File: src/shared/fspc_pkg.sv
`default_nettype none
package fspc_pkg;
   // apb register map
   localparam logic [11:0] FSPC_CSR_OFF = 12'h000;   // control/status
   localparam logic [11:0] FSPC_PTR_OFF = 12'h004;   // pointer register
   localparam logic [11:0] FSPC_DATA_OFF = 12'h008;  // r1:r0 word
   localparam logic [11:0] FSPC_CFG_OFF = 12'h00C;   // fuse/variant/core
   localparam logic [11:0] FSPC_STAT_OFF = 12'h010;  // decoded regions
   localparam logic [11:0] FSPC_RDAT_OFF = 12'h014;  // last load result
   localparam logic [11:0] FSPC_OP_OFF = 12'h018;    // word index and word address
   // control/status bit positions
   localparam int FSPC_IRQEN_BIT = 7;
   localparam int FSPC_BUSY_BIT = 6;
   localparam int FSPC_SIG_BIT = 5;
   localparam int FSPC_REEN_BIT = 4;
   localparam int FSPC_WRT_BIT = 2;
   localparam int FSPC_ERS_BIT = 1;
   localparam int FSPC_EN_BIT = 0;
   localparam logic [7:0] FSPC_CSR_RST = 8'h00;
   // accepted low-five-bit command patterns
   // signature read carries only the enable in the low five bits
   localparam logic [4:0] FSPC_CMD_SIG = 5'h01;
   localparam logic [4:0] FSPC_CMD_REEN = 5'h11;
   localparam logic [4:0] FSPC_CMD_WRT = 5'h05;
   localparam logic [4:0] FSPC_CMD_ERS = 5'h03;
   localparam logic [4:0] FSPC_CMD_FILL = 5'h01;
   // windows in cycles
   localparam int FSPC_STORE_WIN = 4;
   localparam int FSPC_LOAD_WIN = 3;
   // page geometry
   localparam int FSPC_PAGE_WORDS = 128;
   localparam int FSPC_IDX_W = 7;
   localparam int FSPC_HALTING_WRITE_REGION_PAGES = 32;
   localparam int FSPC_RWW_PAGES = 224;
   // programming time
   localparam int FSPC_PROG_US = 4500;
   localparam int FSPC_CLK_MHZ = 100;
   localparam int FSPC_PROG_CYC = FSPC_PROG_US * FSPC_CLK_MHZ;
   // last store operation code
   typedef enum logic [2:0] {FSPC_OP_NONE, FSPC_OP_FILL, FSPC_OP_ERASE,
      FSPC_OP_WRITE, FSPC_OP_REEN, FSPC_OP_NOP} fspc_op_t;
endpackage
`default_nettype wire

File: src/rtl/fspc_region_map.sv
`default_nettype none
// boot-size fuse and pointer decode, purely combinational
module fspc_region_map
   import fspc_pkg::*;
#(
   parameter int PC_W = 15
)
(
   input wire logic [1:0] boot_size,
   input wire logic [15:0] pointer,
   output logic [14:0] boot_start,
   output logic [14:0] app_end,
   output logic [14:0] word_addr,
   output logic [7:0] page_num,
   output logic [6:0] word_idx,
   output logic in_rww
);
   localparam logic [14:0] TOP = 15'((1 << PC_W) - 1);
   logic [12:0] boot_words;   // boot region size in words
   initial
   begin
      if (PC_W != 14 && PC_W != 15)
         $error("fspc_region_map: PC_W must be 14 or 15");
   end
   // fuse decode, size doubles per step down
   always_comb
   begin
      case (boot_size)
         2'b11: boot_words = 13'(PC_W == 15 ? 512 : 256);  // RULE_01 RULE_02
         2'b10: boot_words = 13'(PC_W == 15 ? 1024 : 512);
         2'b01: boot_words = 13'(PC_W == 15 ? 2048 : 1024);
         default: boot_words = 13'(PC_W == 15 ? 4096 : 2048);
      endcase
   end
   assign boot_start = TOP - 15'(boot_words) + 15'h0001;  // RULE_01 RULE_02
   assign app_end = boot_start - 15'h0001;
   // word address is pointer shifted down one, masked to PC_W bits
   assign word_addr = pointer[15:1] & TOP;  // RULE_04 RULE_06
   assign word_idx = pointer[7:1];  // RULE_05 RULE_08
   assign page_num = (PC_W == 15) ? pointer[15:8]
                                  : {1'b0, pointer[14:8]};  // RULE_07
   // rww region ends where the largest boot region starts
   assign in_rww = page_num < 8'(PC_W == 15 ? FSPC_RWW_PAGES
                                            : FSPC_RWW_PAGES / 2);  // RULE_03
endmodule
`default_nettype wire

File: src/rtl/fspc_ctrl.sv
`default_nettype none
// What this block does
// (RULE_01) 32K fuse decodes 256..2048-word boot region
// (RULE_02) 64K fuse decodes 512..4096-word boot region
// (RULE_03) lower 224 pages readable, top 32 not
// (RULE_04) 14-bit or 15-bit word counter
// (RULE_05) 128-word pages, seven-bit word index
// (RULE_06) pointer bit n+1 carries address bit n
// (RULE_07) page number from upper pointer bits
// (RULE_08) buffer word from pointer bits above zero
// (RULE_09) core zeroes word index on page write
// (RULE_10) core keeps pointer bit zero clear
// (RULE_11) pointer bit zero picks load byte
// (RULE_12) ready irq while enabled and idle
// (RULE_13) busy flag set on rww erase/write
// (RULE_14) busy flag blocks rww region access
// (RULE_15) reenable after completion clears busy
// (RULE_16) buffer fill start clears busy
// (RULE_17) signature read window three cycles
// (RULE_18) store while signature armed records nop, buffer fill still runs
// (RULE_19) software avoids signature read
// (RULE_20) enable arms store for four cycles
// (RULE_21) reenable only when flash idle
// (RULE_22) command bits auto-clear; halt for halting_write_region
// (RULE_23) undefined command patterns ignored
// (RULE_24) signature bit clears when window closes
module fspc_ctrl
   import fspc_pkg::*;
#(
   parameter int PC_W = 15,
   parameter int PROG_CYC = FSPC_PROG_CYC
)
(
   input wire logic pclk,
   input wire logic presetn,
   input wire logic clk_en,
   input wire logic psel,
   input wire logic penable,
   input wire logic pwrite,
   input wire logic [11:0] paddr,
   input wire logic [31:0] pwdata,
   output logic [31:0] prdata,
   output logic pready,
   output logic pslverr,
   input wire logic global_irq_en,
   input wire logic [15:0] flash_word,
   output logic store_ready_irq,
   output logic core_halt,
   output logic rww_blocked,
   output logic flash_busy
);
   import fspc_pkg::*;

   // refuse a programming time the countdown cannot serve
   initial
   begin
      if (PROG_CYC < 2)
         $error("fspc_ctrl: PROG_CYC too small");
   end

   // internal state
   logic [7:0] csr_q;            // control/status
   logic [15:0] ptr_q;           // pointer register
   logic [15:0] data_q;          // r1:r0 word
   logic [1:0] boot_size_q;      // boot-size fuse
   logic [7:0] rdat_q;           // last load byte
   fspc_op_t op_q;               // last store action
   logic [2:0] win_q;            // arm window countdown
   logic [2:0] sig_win_q;        // signature load window
   logic [31:0] prog_q;          // programming countdown
   logic prog_halting_write_region_q;            // current op aims at halting_write_region
   logic [7:0] tmp_buf [FSPC_PAGE_WORDS*2];  // page buffer bytes
   // decoded regions and pointer fields
   logic [14:0] boot_start, app_end, word_addr;
   logic [7:0] page_num;
   logic [6:0] word_idx;
   logic in_rww;
   // bus strobes and core instruction events
   logic wr, rd, csr_wr, cfg_wr, store_go, load_go, prog_active;
   logic cmd_ok;
   logic [31:0] rd_d;

   // fuse and pointer decode
   fspc_region_map #(.PC_W(PC_W)) u_map (
      .boot_size(boot_size_q),
      .pointer(ptr_q),
      .boot_start(boot_start),
      .app_end(app_end),
      .word_addr(word_addr),
      .page_num(page_num),
      .word_idx(word_idx),
      .in_rww(in_rww)
   );

   // apb strobes, zero-wait access phase
   assign wr = psel && penable && pwrite && clk_en;
   assign rd = psel && penable && !pwrite && clk_en;
   assign csr_wr = wr && paddr == FSPC_CSR_OFF;
   assign cfg_wr = wr && paddr == FSPC_CFG_OFF;
   assign prog_active = prog_q != 32'h0;
   // store instruction from core, bit 8 of cfg write
   assign store_go = cfg_wr && pwdata[8];
   // load instruction from core, bit 9 of cfg write
   assign load_go = cfg_wr && pwdata[9];
   // only the defined low-five patterns take effect
   always_comb
   begin
      case (pwdata[4:0])
         FSPC_CMD_REEN, FSPC_CMD_WRT, FSPC_CMD_ERS,
         FSPC_CMD_FILL: cmd_ok = 1'b1;  // RULE_23
         default: cmd_ok = 1'b0;
      endcase
   end

   // control/status and window handling
   always_ff @(posedge pclk or negedge presetn)
   begin
      if (!presetn)
      begin
         csr_q <= FSPC_CSR_RST;
         win_q <= 3'h0;
         sig_win_q <= 3'h0;
         prog_q <= 32'h0;
         prog_halting_write_region_q <= 1'b0;
         op_q <= FSPC_OP_NONE;
      end
      else if (clk_en)
      begin
         // window countdowns
         if (win_q != 3'h0)
            win_q <= win_q - 3'h1;
         if (sig_win_q != 3'h0)
            sig_win_q <= sig_win_q - 3'h1;
         else
            csr_q[FSPC_SIG_BIT] <= 1'b0;  // RULE_24
         // arm window expired with no store
         if (win_q == 3'h1 && !store_go && !prog_active)
            csr_q[4:0] <= 5'h00;  // RULE_20 RULE_22
         // programming completion
         if (prog_q == 32'h1)
         begin
            csr_q[FSPC_WRT_BIT] <= 1'b0;  // RULE_22
            csr_q[FSPC_ERS_BIT] <= 1'b0;
            csr_q[FSPC_EN_BIT] <= 1'b0;
         end
         // programming countdown
         if (prog_active)
            prog_q <= prog_q - 32'h1;
         // software write to control/status
         if (csr_wr)
         begin
            // interrupt enable is always writable
            csr_q[FSPC_IRQEN_BIT] <= pwdata[FSPC_IRQEN_BIT];
            // no new command while flash busy
            if (cmd_ok && !prog_active && !csr_q[FSPC_EN_BIT])
            begin
               csr_q[4:0] <= pwdata[4:0];
               csr_q[FSPC_SIG_BIT] <= pwdata[FSPC_SIG_BIT];
               win_q <= 3'(FSPC_STORE_WIN);  // RULE_20
               if (pwdata[FSPC_SIG_BIT])
                  sig_win_q <= 3'(FSPC_LOAD_WIN);  // RULE_17
            end
         end
         // store instruction inside the armed window
         else if (store_go && win_q != 3'h0 && !prog_active)
         begin
            win_q <= 3'h0;
            // signature armed: no program op, but the buffer fill still runs
            if (csr_q[FSPC_SIG_BIT])
            begin
               csr_q[4:0] <= 5'h00;  // RULE_18
               op_q <= FSPC_OP_NOP;
            end
            // re-enable the readable region
            else if (csr_q[FSPC_REEN_BIT])
            begin
               csr_q[4:0] <= 5'h00;  // RULE_21
               // busy clears; no other branch sets it in the same cycle
               csr_q[FSPC_BUSY_BIT] <= 1'b0;  // RULE_15
               op_q <= FSPC_OP_REEN;
            end
            // erase or write the addressed page
            else if (csr_q[FSPC_WRT_BIT] || csr_q[FSPC_ERS_BIT])
            begin
               prog_q <= 32'(PROG_CYC);
               prog_halting_write_region_q <= !in_rww;  // RULE_22
               if (in_rww)
                  csr_q[FSPC_BUSY_BIT] <= 1'b1;  // RULE_13
               op_q <= csr_q[FSPC_WRT_BIT] ? FSPC_OP_WRITE : FSPC_OP_ERASE;
            end
            // bare enable: store fills the buffer
            else
            begin
               csr_q[FSPC_EN_BIT] <= 1'b0;
               csr_q[FSPC_BUSY_BIT] <= 1'b0;  // RULE_16
               op_q <= FSPC_OP_FILL;  // RULE_20
            end
         end
      end
   end

   // pointer, data and fuse registers
   always_ff @(posedge pclk or negedge presetn)
   begin
      if (!presetn)
      begin
         ptr_q <= 16'h0000;
         data_q <= 16'h0000;
         boot_size_q <= 2'b00;
      end
      else if (wr)
      begin
         // word pointer, bit zero picks the load byte
         if (paddr == FSPC_PTR_OFF)
            ptr_q <= pwdata[15:0];
         // word for the next buffer fill
         if (paddr == FSPC_DATA_OFF)
            data_q <= pwdata[15:0];
         // fuse setting rides on every core write
         if (cfg_wr)
            boot_size_q <= pwdata[1:0];
      end
   end

   // temporary buffer fill, word from pointer
   always_ff @(posedge pclk)
   begin
      if (clk_en && store_go && win_q != 3'h0 && !prog_active
          && csr_q[4:0] == FSPC_CMD_FILL)
      begin
         // r0 to the even byte, r1 to the odd byte
         tmp_buf[{word_idx, 1'b0}] <= data_q[7:0];  // RULE_08
         tmp_buf[{word_idx, 1'b1}] <= data_q[15:8];
      end
   end

   // load instruction result byte
   always_ff @(posedge pclk or negedge presetn)
   begin
      if (!presetn)
         rdat_q <= 8'h00;
      else if (load_go)
      begin
         // signature window: buffer stands in for the row
         if (sig_win_q != 3'h0)
            rdat_q <= tmp_buf[{7'h00, ptr_q[0]}];  // RULE_17
         // no read of the readable region while it is busy
         else if (!(csr_q[FSPC_BUSY_BIT] && in_rww))
            rdat_q <= ptr_q[0] ? flash_word[15:8]
                               : flash_word[7:0];  // RULE_11 RULE_14
      end
   end

   // read mux
   always_comb
   begin
      rd_d = 32'h0;
      // unmapped offsets read as zero
      case (paddr)
         FSPC_CSR_OFF: rd_d = {24'h0, csr_q};
         FSPC_PTR_OFF: rd_d = {16'h0, ptr_q};
         FSPC_DATA_OFF: rd_d = {16'h0, data_q};
         FSPC_CFG_OFF: rd_d = {30'h0, boot_size_q};
         FSPC_STAT_OFF: rd_d = {1'b0, boot_start, 1'b0, app_end};
         FSPC_RDAT_OFF: rd_d = {13'h0, op_q, page_num, rdat_q};
         FSPC_OP_OFF: rd_d = {9'h0, word_idx, 1'b0, word_addr};
         default: rd_d = 32'h0;
      endcase
   end

   // registered bus and status outputs
   always_ff @(posedge pclk or negedge presetn)
   begin
      if (!presetn)
      begin
         prdata <= 32'h0;
         pready <= 1'b0;
         pslverr <= 1'b0;
         store_ready_irq <= 1'b0;
         core_halt <= 1'b0;
         rww_blocked <= 1'b0;
         flash_busy <= 1'b0;
      end
      else if (clk_en)
      begin
         // one-cycle ready after every setup cycle
         pready <= psel && !penable;
         // error on unmapped or misaligned offsets
         pslverr <= psel && !penable && (paddr > FSPC_OP_OFF
                    || paddr[1:0] != 2'b00);
         // read data captured at setup, stands until the next
         if (psel && !penable)
            prdata <= rd_d;
         // ready interrupt while no store is armed
         store_ready_irq <= csr_q[FSPC_IRQEN_BIT] && global_irq_en
                            && !csr_q[FSPC_EN_BIT];  // RULE_12
         // core stalls while the halting region programs
         core_halt <= prog_active && prog_halting_write_region_q;  // RULE_22
         rww_blocked <= csr_q[FSPC_BUSY_BIT];  // RULE_14
         flash_busy <= prog_active;
      end
   end
endmodule
`default_nettype wire

File: config.mk
export PLATFORM = sky130hd
export DESIGN_NAME = fspc_ctrl
export DESIGN_NICKNAME = d
export VERILOG_FILES = /design/src/shared/fspc_pkg.sv /design/src/rtl/fspc_region_map.sv /design/src/rtl/fspc_ctrl.sv
export SDC_FILE = /design/constraint.sdc
export NUM_CORES = 1
export LEC_CHECK = 0
export ABC_AREA = 1
export BUFFER_PORTS_ARGS = -buffer_cell sky130_fd_sc_hd__buf_2
export CORE_UTILIZATION = 25
export DETAILED_ROUTE_END_ITERATION = 8
export PLACE_DENSITY = 0.53
export SYNTH_ARGS = -nofsm -noshare
export SYNTH_HDL_FRONTEND = slang
export SYNTH_SLANG_ARGS = --single-unit
File: constraint.sdc
create_clock -name pclk -period 8 [get_ports pclk]
set_input_delay 0 -clock pclk [delete_from_list [all_inputs] [get_ports pclk]]
set_output_delay 0 -clock pclk [all_outputs]
set_load 0.005 [all_outputs]
==> summary.md, run 1 <==
| Metric | Value |
|---|---|
| Slew of the pin with the lowest slew margin | 1116 ps |
| Setup CP Type | reg2reg |
| Crit path max fanout | 16 |
| Vias/cell | 4.480 |
| Yosys Warn Count | 0 |
| Max-slew violations | 0 |
| Die Wd | 175.9 um |
| CP endpoint kind | flop |
| GRT Util Overall | 14.44% |
| H-tree depth | 4 |
| # fillers | 3150 |
| Post-synth cell types | 46 |
| Top-Level Pins | 105 |
| Clk slew on worst S/H paths | 70 ps |
| Chip height | 175.9 um |
| First-pass GRT wire length | 34.38 mm |
| Max-cap violation count | 0 |
| Max incr delay on CP | 400 ps |
| CTS tree | done |
| Area grow syn2layout | 21.42% |
| Crit path time final | 2264 ps |
| Antenna violations before repair | 2 |
| R2r endpoint | tmp_buf[0][1]$_DFFE_PP_ |
| Maximum VDD drop | 0.0001119 V |
| R2r worst-path depth | 9 |
| Worst min path class | in2reg |
| Register area share after synthesis | 48.37% |
| Worst hold start | pwdata[0] |
| Worst Setup SP | prog_q[1]$_DFFE_PN0P_ |
| Post-CTS setup buffers | 0 |
| Share of layout cells above drive strength 1 | 15.64% |
| Via count | 6478 |
| Hold_ws | 25.45 ps |
| IO buf count | 85 |
| Initial Util | 25.45% |
| Vias in the first global route | 6082 |
| CTS Buf Count | 17 |
| Maximum clock rate | 441.6 MHz |
| Synth area leaders | dfrtp_1 (42%), nand2_1 (12%), edfxtp_1 (6.4%) |
| Ys flop type | dfrtp_1 |
| Final setup violation count | 0 |
| Pleak | 4.576 nW |
| DR DRC count | 0 |
| Worst r2r src | prog_q[1]$_DFFE_PN0P_ |
| Worst EP arrival | 2380 ps |
| DP Wirelength | 15.94 mm |
| DRT iter0 DRCs | 623 |
| Buffers & Inverters on Critical Path | 2 |
| Setup Skew | 20.08 ps |
| Area leader, netlist | dfrtp_1 |
| CP max stage cell | dfrtp_1 |
| Crit-path leading delay family | simple AND/OR/NAND/NOR gates |
| Gr ovfl total | 0 |
| Finished Core Util | 30.90% |
| Sink Count | 143 |
| Die area | 30950 um^2 |
| Critical path cell sequence | inv_1, ha_1, nand2_2, nor2_4, nand2_4, nor2_8, nand3_4, nor4_2, buf_4 |
| CTS root buffer | clkbuf_16 |
| Row cnt | 63 |
| Layout Nets | 1119 |
| Async set or reset register ratio after synthesis | 88.81% |
| Final wirelength | 21.74 mm |
| Placed cells | 1392 |
| Largest net degree at the start of global routing | 81 |
| Synthesized area | 7564 um^2 |
| Hold EP | data_q[0]$_DFFE_PN0P_ |
| Reg-to-reg setup timing slack | 5740 ps |
| Fin cells | 1446 |
| Power Density | 223.9 nW/um^2 |
| Post-cts gate resize count | 0 |
| Final hold viol count | 0 |
| Syn_area_per_cell | 8.029 um^2 |
| Setup tns final | 0 ps |
| Drt wl/cell | 15.04 um |
| CTS Hold Bufs | 21 |
| Yosys top cell area share | 42.02% |
| Gpl congestion | 0.8756 |
| Synth Register Bits | 143 |
| Post-Syn Instances | 942 |
| Worst Setup Start Kind | flop |
| Clk buf depth | 2 |
| Later-pin clock latency in the skew report | 430 ps |
| Worst slew margin | 25.41% |
| First-pass iteration count of the detailed router | 5 |
| WHS Path Cells | 3 |
| Status | finished clean |
| Remaining antenna violation count | 0 |
| Part of the cycle the worst path needs | 28.30% |
| RSZ-0062 raised after global routing | false |
| Critical Path RT | 8120 ps |
| EDFF count, synth | 16 |
| Core area | 29720 um^2 |
[worst max path at each step]
| stage | endpoint | slack, ps | depth (start not counted) |
|---|---|---|---|
| floorplan | tmp_buf[0][0]$_DFFE_PP_ | 4680 | 8 |
| global placement | prdata[18]$_DFFE_PN0P_ | 5410 | 5 |
| detailed placement | prog_q[11]$_DFFE_PN0P_ | 5430 | 7 |
| CTS | tmp_buf[0][5]$_DFFE_PP_ | 5710 | 9 |
| global route | ptr_q[4]$_DFFE_PN0P_ | 5420 | 7 |
| finish | tmp_buf[0][1]$_DFFE_PP_ | 5740 | 9 |
[report_power, final]
group          leakage [nW]  internal (mW)  switching [mW]  total [mW]
combinational          2.40          0.138           0.261       0.399
clock                 0.299          0.425           0.389       0.814
sequential             1.87          0.791          0.0525       0.843
total                  4.58           1.35           0.703        2.06
[cells in the final DEF (no fill, tap or decap), types with 7 or more instances in the layout]
cell,instances
nor2_2,7
o22ai_1,10
a31oi_1,8
nand3_2,8
inv_1,101
o21ai_0,88
o21a_1,8
xnor2_1,7
nor3_1,10
ha_1,10
nand3_1,49
clkbuf_16,17
nand4_1,22
buf_2,84
dfrtp_1,127
dlygate4sd3_1,21
xor2_1,17
nand2_1,244
nor2_1,118
edfxtp_1,16
a21oi_1,7
[worst min-delay path, delay by kind of cell]
family / cells / cell delay (ps)
buf+inv: 2 / 230
compound gates: 1 / 190
[routing by layer]
layer / track usage, % / share of wire (%)
met5: 0 / 0.060
met4: 3.804 / 1.2
met3: 2.390 / 4.3
met1: 22.03 / 52
met2: 20.73 / 43
[cell families after synthesis]
| logic type | count (synthesis) | synth area share, % |
|---|---|---|
| xor+xnor | 24 | 2.779 |
| other cells | 1 | 0.04958 |
| compound gates | 138 | 10.27 |
| flops | 143 | 48.37 |
| buf+inv | 136 | 7.295 |
| fa+ha+maj | 10 | 1.654 |
| simple gates | 490 | 29.58 |
[final cells by class]
| class | count | area (um^2) | share of cell area [%] |
|---|---|---|---|
| flip-flops and latches | 143 | 3659 | 39.84 |
| multi-input cells | 665 | 3367 | 36.66 |
| repair buffers | 108 | 656.9 | 7.153 |
| well taps | 390 | 488.0 | 5.313 |
| clock buffers | 17 | 425.4 | 4.632 |
| inverters | 107 | 401.6 | 4.373 |
| clock inverters | 15 | 183.9 | 2.003 |
| diodes | 1 | 2.502 | 0.02725 |
[registers in the layout (all words and copies together), names as in the netlist, 2 cells and up]
signal,flops
tmp_buf,16
prdata,29
data_q,16
rdat_q,8
boot_size_q,2
sig_win_q,3
ptr_q,16
csr_q,8
op_q,3
prog_q,32
win_q,3
[metrics by stage]
step	total power [mW]	setup slack [ps]	cell area (um^2)
after floorplan	1.137	4681	7571
after global placement	1.243	5410	8362
after detailed placement	1.251	5427	8362
after CTS	2.082	5709	9181
after global routing	2.172	5425	9184
final	2.057	5736	9184
[cells in the mapped netlist (3+ instances only)]
| cell | n |
|---|---|
| nand3_2 | 8 |
| or2_2 | 3 |
| dfrtp_1 | 127 |
| nor2_2 | 7 |
| xnor2_1 | 7 |
| a31oi_1 | 8 |
| nor3_1 | 10 |
| nand3_1 | 49 |
| nor2_1 | 118 |
| o21ai_1 | 3 |
| edfxtp_1 | 16 |
| nand2_1 | 244 |
| a21o_1 | 3 |
| nor3_2 | 3 |
| inv_1 | 101 |
| xor2_1 | 17 |
| o21ai_0 | 88 |
| nand2_2 | 6 |
| ha_1 | 10 |
| a21oi_1 | 7 |
| inv_2 | 4 |
| o22ai_1 | 10 |
| nor2_4 | 6 |
| a22o_1 | 3 |
| buf_2 | 3 |
| clkbuf_1 | 17 |
| o2111ai_1 | 3 |
| buf_4 | 6 |
| o21a_1 | 8 |
| nand4_1 | 22 |
Note: power is estimated with default switching activity, not from simulation.
==> run 2, diff against run 1 <==
ABC_AREA = 0   (was 1)
PLACE_DENSITY = 0.54   (was 0.53)
clock period = 2.2 ns   (was 8 ns; I/O delays follow)
==> run 2 against run 1 <==
Net effect: the flow now finishes with violations (DRC, setup timing); utilization increased by 4.3 points; wire length shrank 7.9%; critical endpoint is now tmp_buf[0][2]$_DFFE_PP_; sequential share of layout area is 1.0 points lower; die area down 10%; sequential power rose to 3.5 times the previous value; power rose to 3.4 times the previous value; clock power grew to 3.6 times the previous value; synthesized cell count shrank 36%; clock skew fell by 7.8 ps; first-iteration DRC count fell by 43%; largest power group unchanged; cell area up 2.6%; non-clock buffer count is 97 higher.
==> summary.md, run 2 <==
| Metric | Value |
|---|---|
| Status | finished with violations (was finished clean) |
| Failing checks | DRC, setup timing |
| Max-cap violation count | 0 (unchanged) |
| Synth Register Bits | 143 (unchanged) |
| GRT Util Overall | 14.88% (was 14.44%) |
| Top-Level Pins | 105 (unchanged) |
| Post-Syn Instances | 604 (was 942) |
| Clk buf depth | 2 (unchanged) |
| Pleak | 4.404 nW (was 4.576 nW) |
| Ys flop type | dfrtp_1 (unchanged) |
| Chip height | 166.9 um (was 175.9 um) |
| Most used cell, CP | or4_4 |
| Gr ovfl total | 0 (unchanged) |
| CTS root buffer | clkbuf_16 (unchanged) |
| Final setup violation count | 59 (was 0) |
| Most frequent cell after synthesis | dfrtp_1 (was nand2_1) |
| First-pass iteration count of the detailed router | 7 (was 5) |
| Setup CP Type | reg2reg (unchanged) |
| Worst slew margin | 59.70% (was 25.41%) |
| Vias in the first global route | 5648 (was 6082) |
| Part of the cycle the worst path needs | 120.3% (was 28.30%) |
| Critical path cell sequence | or4_4, or4_4, or4_4, nor3_4, buf_12 (was inv_1, ha_1, nand2_2, nor2_4, nand2_4, nor2_8, nand3_4, nor4_2, buf_4) |
| Die area | 27870 um^2 (was 30950 um^2) |
| Largest regs | prog_q x32, prdata x29 (unchanged) |
| Yosys top cell area share | 46.73% (was 42.02%) |
| Remaining antenna violation count | 0 (unchanged) |
| Fin cells | 1153 (was 1446) |
| Final hold viol count | 0 (unchanged) |
| Biggest register | prog_q (unchanged) |
| Worst EP arrival | 2780 ps (was 2380 ps) |
| IO buf count | 85 (unchanged) |
| Commonest cells post-synth | dfrtp_1 (127), nand2_1 (58), mux2_2 (46), o21ai_0 (46), nor2_1 (29) (was nand2_1 (244), dfrtp_1 (127), nor2_1 (118)) |
| Power Density | 750.5 nW/um^2 (was 223.9 nW/um^2) |
| DP Wirelength | 14.96 mm (was 15.94 mm) |
| DRT iter0 DRCs | 355 (was 623) |
| Worst Setup Start Kind | flop (unchanged) |
| CTS Buf Count | 17 (unchanged) |
| Max reg flops | 32 (unchanged) |
| Cell Area, Placed | 8353 um^2 (was 8362 um^2) |
| Crit path max fanout | 16 (unchanged) |
| H-tree depth | 4 (unchanged) |
| Row cnt | 60 (was 63) |
| Die Wd | 166.9 um (was 175.9 um) |
| DR DRC count | 2 (was 0) |
| Drt wl/cell | 17.36 um (was 15.04 um) |
| Maximum VDD drop | 0.0004378 V (was 0.0001119 V) |
| First-pass GRT wire length | 32.00 mm (was 34.38 mm) |
| CP max stage cell | or4_4 (was dfrtp_1) |
| Commonest non-fill, non-tap cells in the layout | dfrtp_1 (127), buf_4 (87), buf_2 (84) (was nand2_1 (244), dfrtp_1 (127), nor2_1 (118)) |
| RSZ-0062 raised after global routing | true (was false) |
| CTS tree | done (unchanged) |
| Async set or reset register ratio after synthesis | 88.81% (unchanged) |
| Max incr delay on CP | 590 ps (was 400 ps) |
| Via count | 5513 (was 6478) |
| Area leader, netlist | dfrtp_1 (unchanged) |
| Register area share after synthesis | 53.79% (was 48.37%) |
| Critical Path RT | 2330 ps (was 8120 ps) |
| Synth area leaders | dfrtp_1 (47%), mux2_2 (7.6%), edfxtp_1 (7.1%) (was dfrtp_1 (42%), nand2_1 (12%), edfxtp_1 (6.4%)) |
| Antenna violations before repair | 1 (was 2) |
| Syn_area_per_cell | 11.26 um^2 (was 8.029 um^2) |
| Core area | 26800 um^2 (was 29720 um^2) |
| Worst Slack Setup Final | -447.0 ps (was 5736 ps) |
| Later-pin clock latency in the skew report | 420 ps (was 430 ps) |
| Final wirelength | 20.02 mm (was 21.74 mm) |
| Vias/cell | 4.781 (was 4.480) |
| Post-synth cell types | 60 (was 46) |
| Area grow syn2layout | 38.56% (was 21.42%) |
| Placed cells | 1094 (was 1392) |
| Yosys Warn Count | 0 (unchanged) |
| CP endpoint kind | flop (unchanged) |
| Sink Count | 143 (unchanged) |
| Crit path time final | 2647 ps (was 2264 ps) |
| Largest net degree at the start of global routing | 62 (was 81) |
| Clk slew on worst S/H paths | 60 ps (was 70 ps) |
| Setup Skew | 12.28 ps (was 20.08 ps) |
| Maximum clock rate | 377.8 MHz (was 441.6 MHz) |
| Share of layout cells above drive strength 1 | 38.84% (was 15.64%) |
| Layout Nets | 875 (was 1119) |
| EDFF count, synth | 16 (unchanged) |
| Gpl congestion | 0.8619 (was 0.8756) |
| Hold_ws | 46.43 ps (was 25.45 ps) |
| Commonest non-fill, non-tap cell in the layout | dfrtp_1 (was nand2_1) |
| Initial Util | 25.38% (was 25.45%) |
| Total power draw | 7.073 mW (was 2.057 mW) |
| Final instance area | 9424 um^2 (was 9184 um^2) |
| Worst min path class | in2reg (unchanged) |
| Synthesized area | 6802 um^2 (was 7564 um^2) |
| Worst slack, placed | -513.9 ps (was 5427 ps) |
| Slew of the pin with the lowest slew margin | 604.5 ps (was 1116 ps) |
| Max-slew violations | 0 (unchanged) |
[run 2: changes by cell type after synthesis, sizes merged, moves of 9 or more]
cell   previous run  this run
nand2           252        58
nor2            133        30
inv             105        14
mux2              0        46
o21ai            91        48
nand3            59        21
nand4            22         9
nor4              2        15
a22oi             0        12
a21oi             7        16
a22o              3        12
o22ai            10         1
[run 2: logic make-up (layout without fill, tap and decap cells)]
| logic type | Yosys count | after routing | share of synthesized area [%] |
|---|---|---|---|
| buf+inv | 47 | 251 | 3.035 |
| mux | 57 | 57 | 10.71 |
| fa+ha+maj | 11 | 11 | 1.987 |
| compound gates | 127 | 127 | 12.38 |
| other cells | 1 | 4 | 0.05513 |
| flops | 143 | 143 | 53.79 |
| xor+xnor | 26 | 26 | 3.348 |
| simple gates | 192 | 193 | 14.70 |
[run 2: per-stage QoR]
step / setup TNS (ps) / utilization [%]
after global placement: -23940 / 31.17
after floorplan: -23210 / -
after global routing: -22910 / 35.16
after CTS: -22490 / 34.79
final: -18530 / 35.16
after detailed placement: -25090 / 31.17
[run 2: where the power goes]
| group | total (mW) | leakage [nW] | switching (mW) | internal, mW |
|---|---|---|---|---|
| logic | 1.23 | 2.20 | 0.607 | 0.621 |
| registers | 2.96 | 1.91 | 0.126 | 2.83 |
| clock network | 2.89 | 0.296 | 1.26 | 1.62 |
[run 2: area by class of cell]
| type | instances | area, um^2 |
|---|---|---|
| clock buffer | 17 | 425.4 |
| sequential | 143 | 3659 |
| clock inverter | 15 | 168.9 |
| fill | 2655 | 17380 |
| timing repair buffer | 205 | 1484 |
| multi-input combinational | 417 | 3206 |
| antenna | 1 | 2.502 |
| inverter | 14 | 52.55 |
| tap | 341 | 426.7 |
[run 2: repair_timing]
| item | 4_1_cts | 5_1_grt |
|---|---|---|
| endpoints found under the setup margin | 67 | 67 |
| hold buffers | 20 | 0 |
| cloned | 1 | 0 |
| resized for setup | 30 | 19 |
| buffers inserted | 4 | 2 |
| pin swaps | 13 | 10 |
| hold endpoints to repair | 102 | 0 |
[run 2: worst paths after layout]
check                                            start                       to  slack, ps  depth (start not counted)
worst max-delay path            prog_q[19]$_DFFE_PN0P_  tmp_buf[0][2]$_DFFE_PP_       -450                          5
worst min-delay path                          paddr[3]      pslverr$_DFFE_PN0P_         50                          4
worst max register to register  prog_q[19]$_DFFE_PN0P_  tmp_buf[0][2]$_DFFE_PP_       -450                          5
worst min register to register  prdata[29]$_DFFE_PN0P_   prdata[29]$_DFFE_PN0P_        470                          2
max in group asynchronous                      presetn    data_q[7]$_DFFE_PN0P_       1380                          3
min in group asynchronous                      presetn   prog_q[10]$_DFFE_PN0P_        130                          2
[run 2: critical path: cells and delay by family, from the launching register on]
| family | cells | cell delay, ps |
|---|---|---|
| DFF | 1 | 380 |
| and+or+nand+nor | 4 | 1780 |
| buffers and inverters | 1 | 180 |
[run 2: per-layer routing]
metal / wire length (um) / GRT usage, % / up-vias
li1: - / - / 2619
met1: 9557 / 20.64 / 2746
met2: 9406 / 23.50 / 133
met3: 843 / 2.471 / 15
met4: 213 / 4.871 / 0
met5: 0 / 0 / -
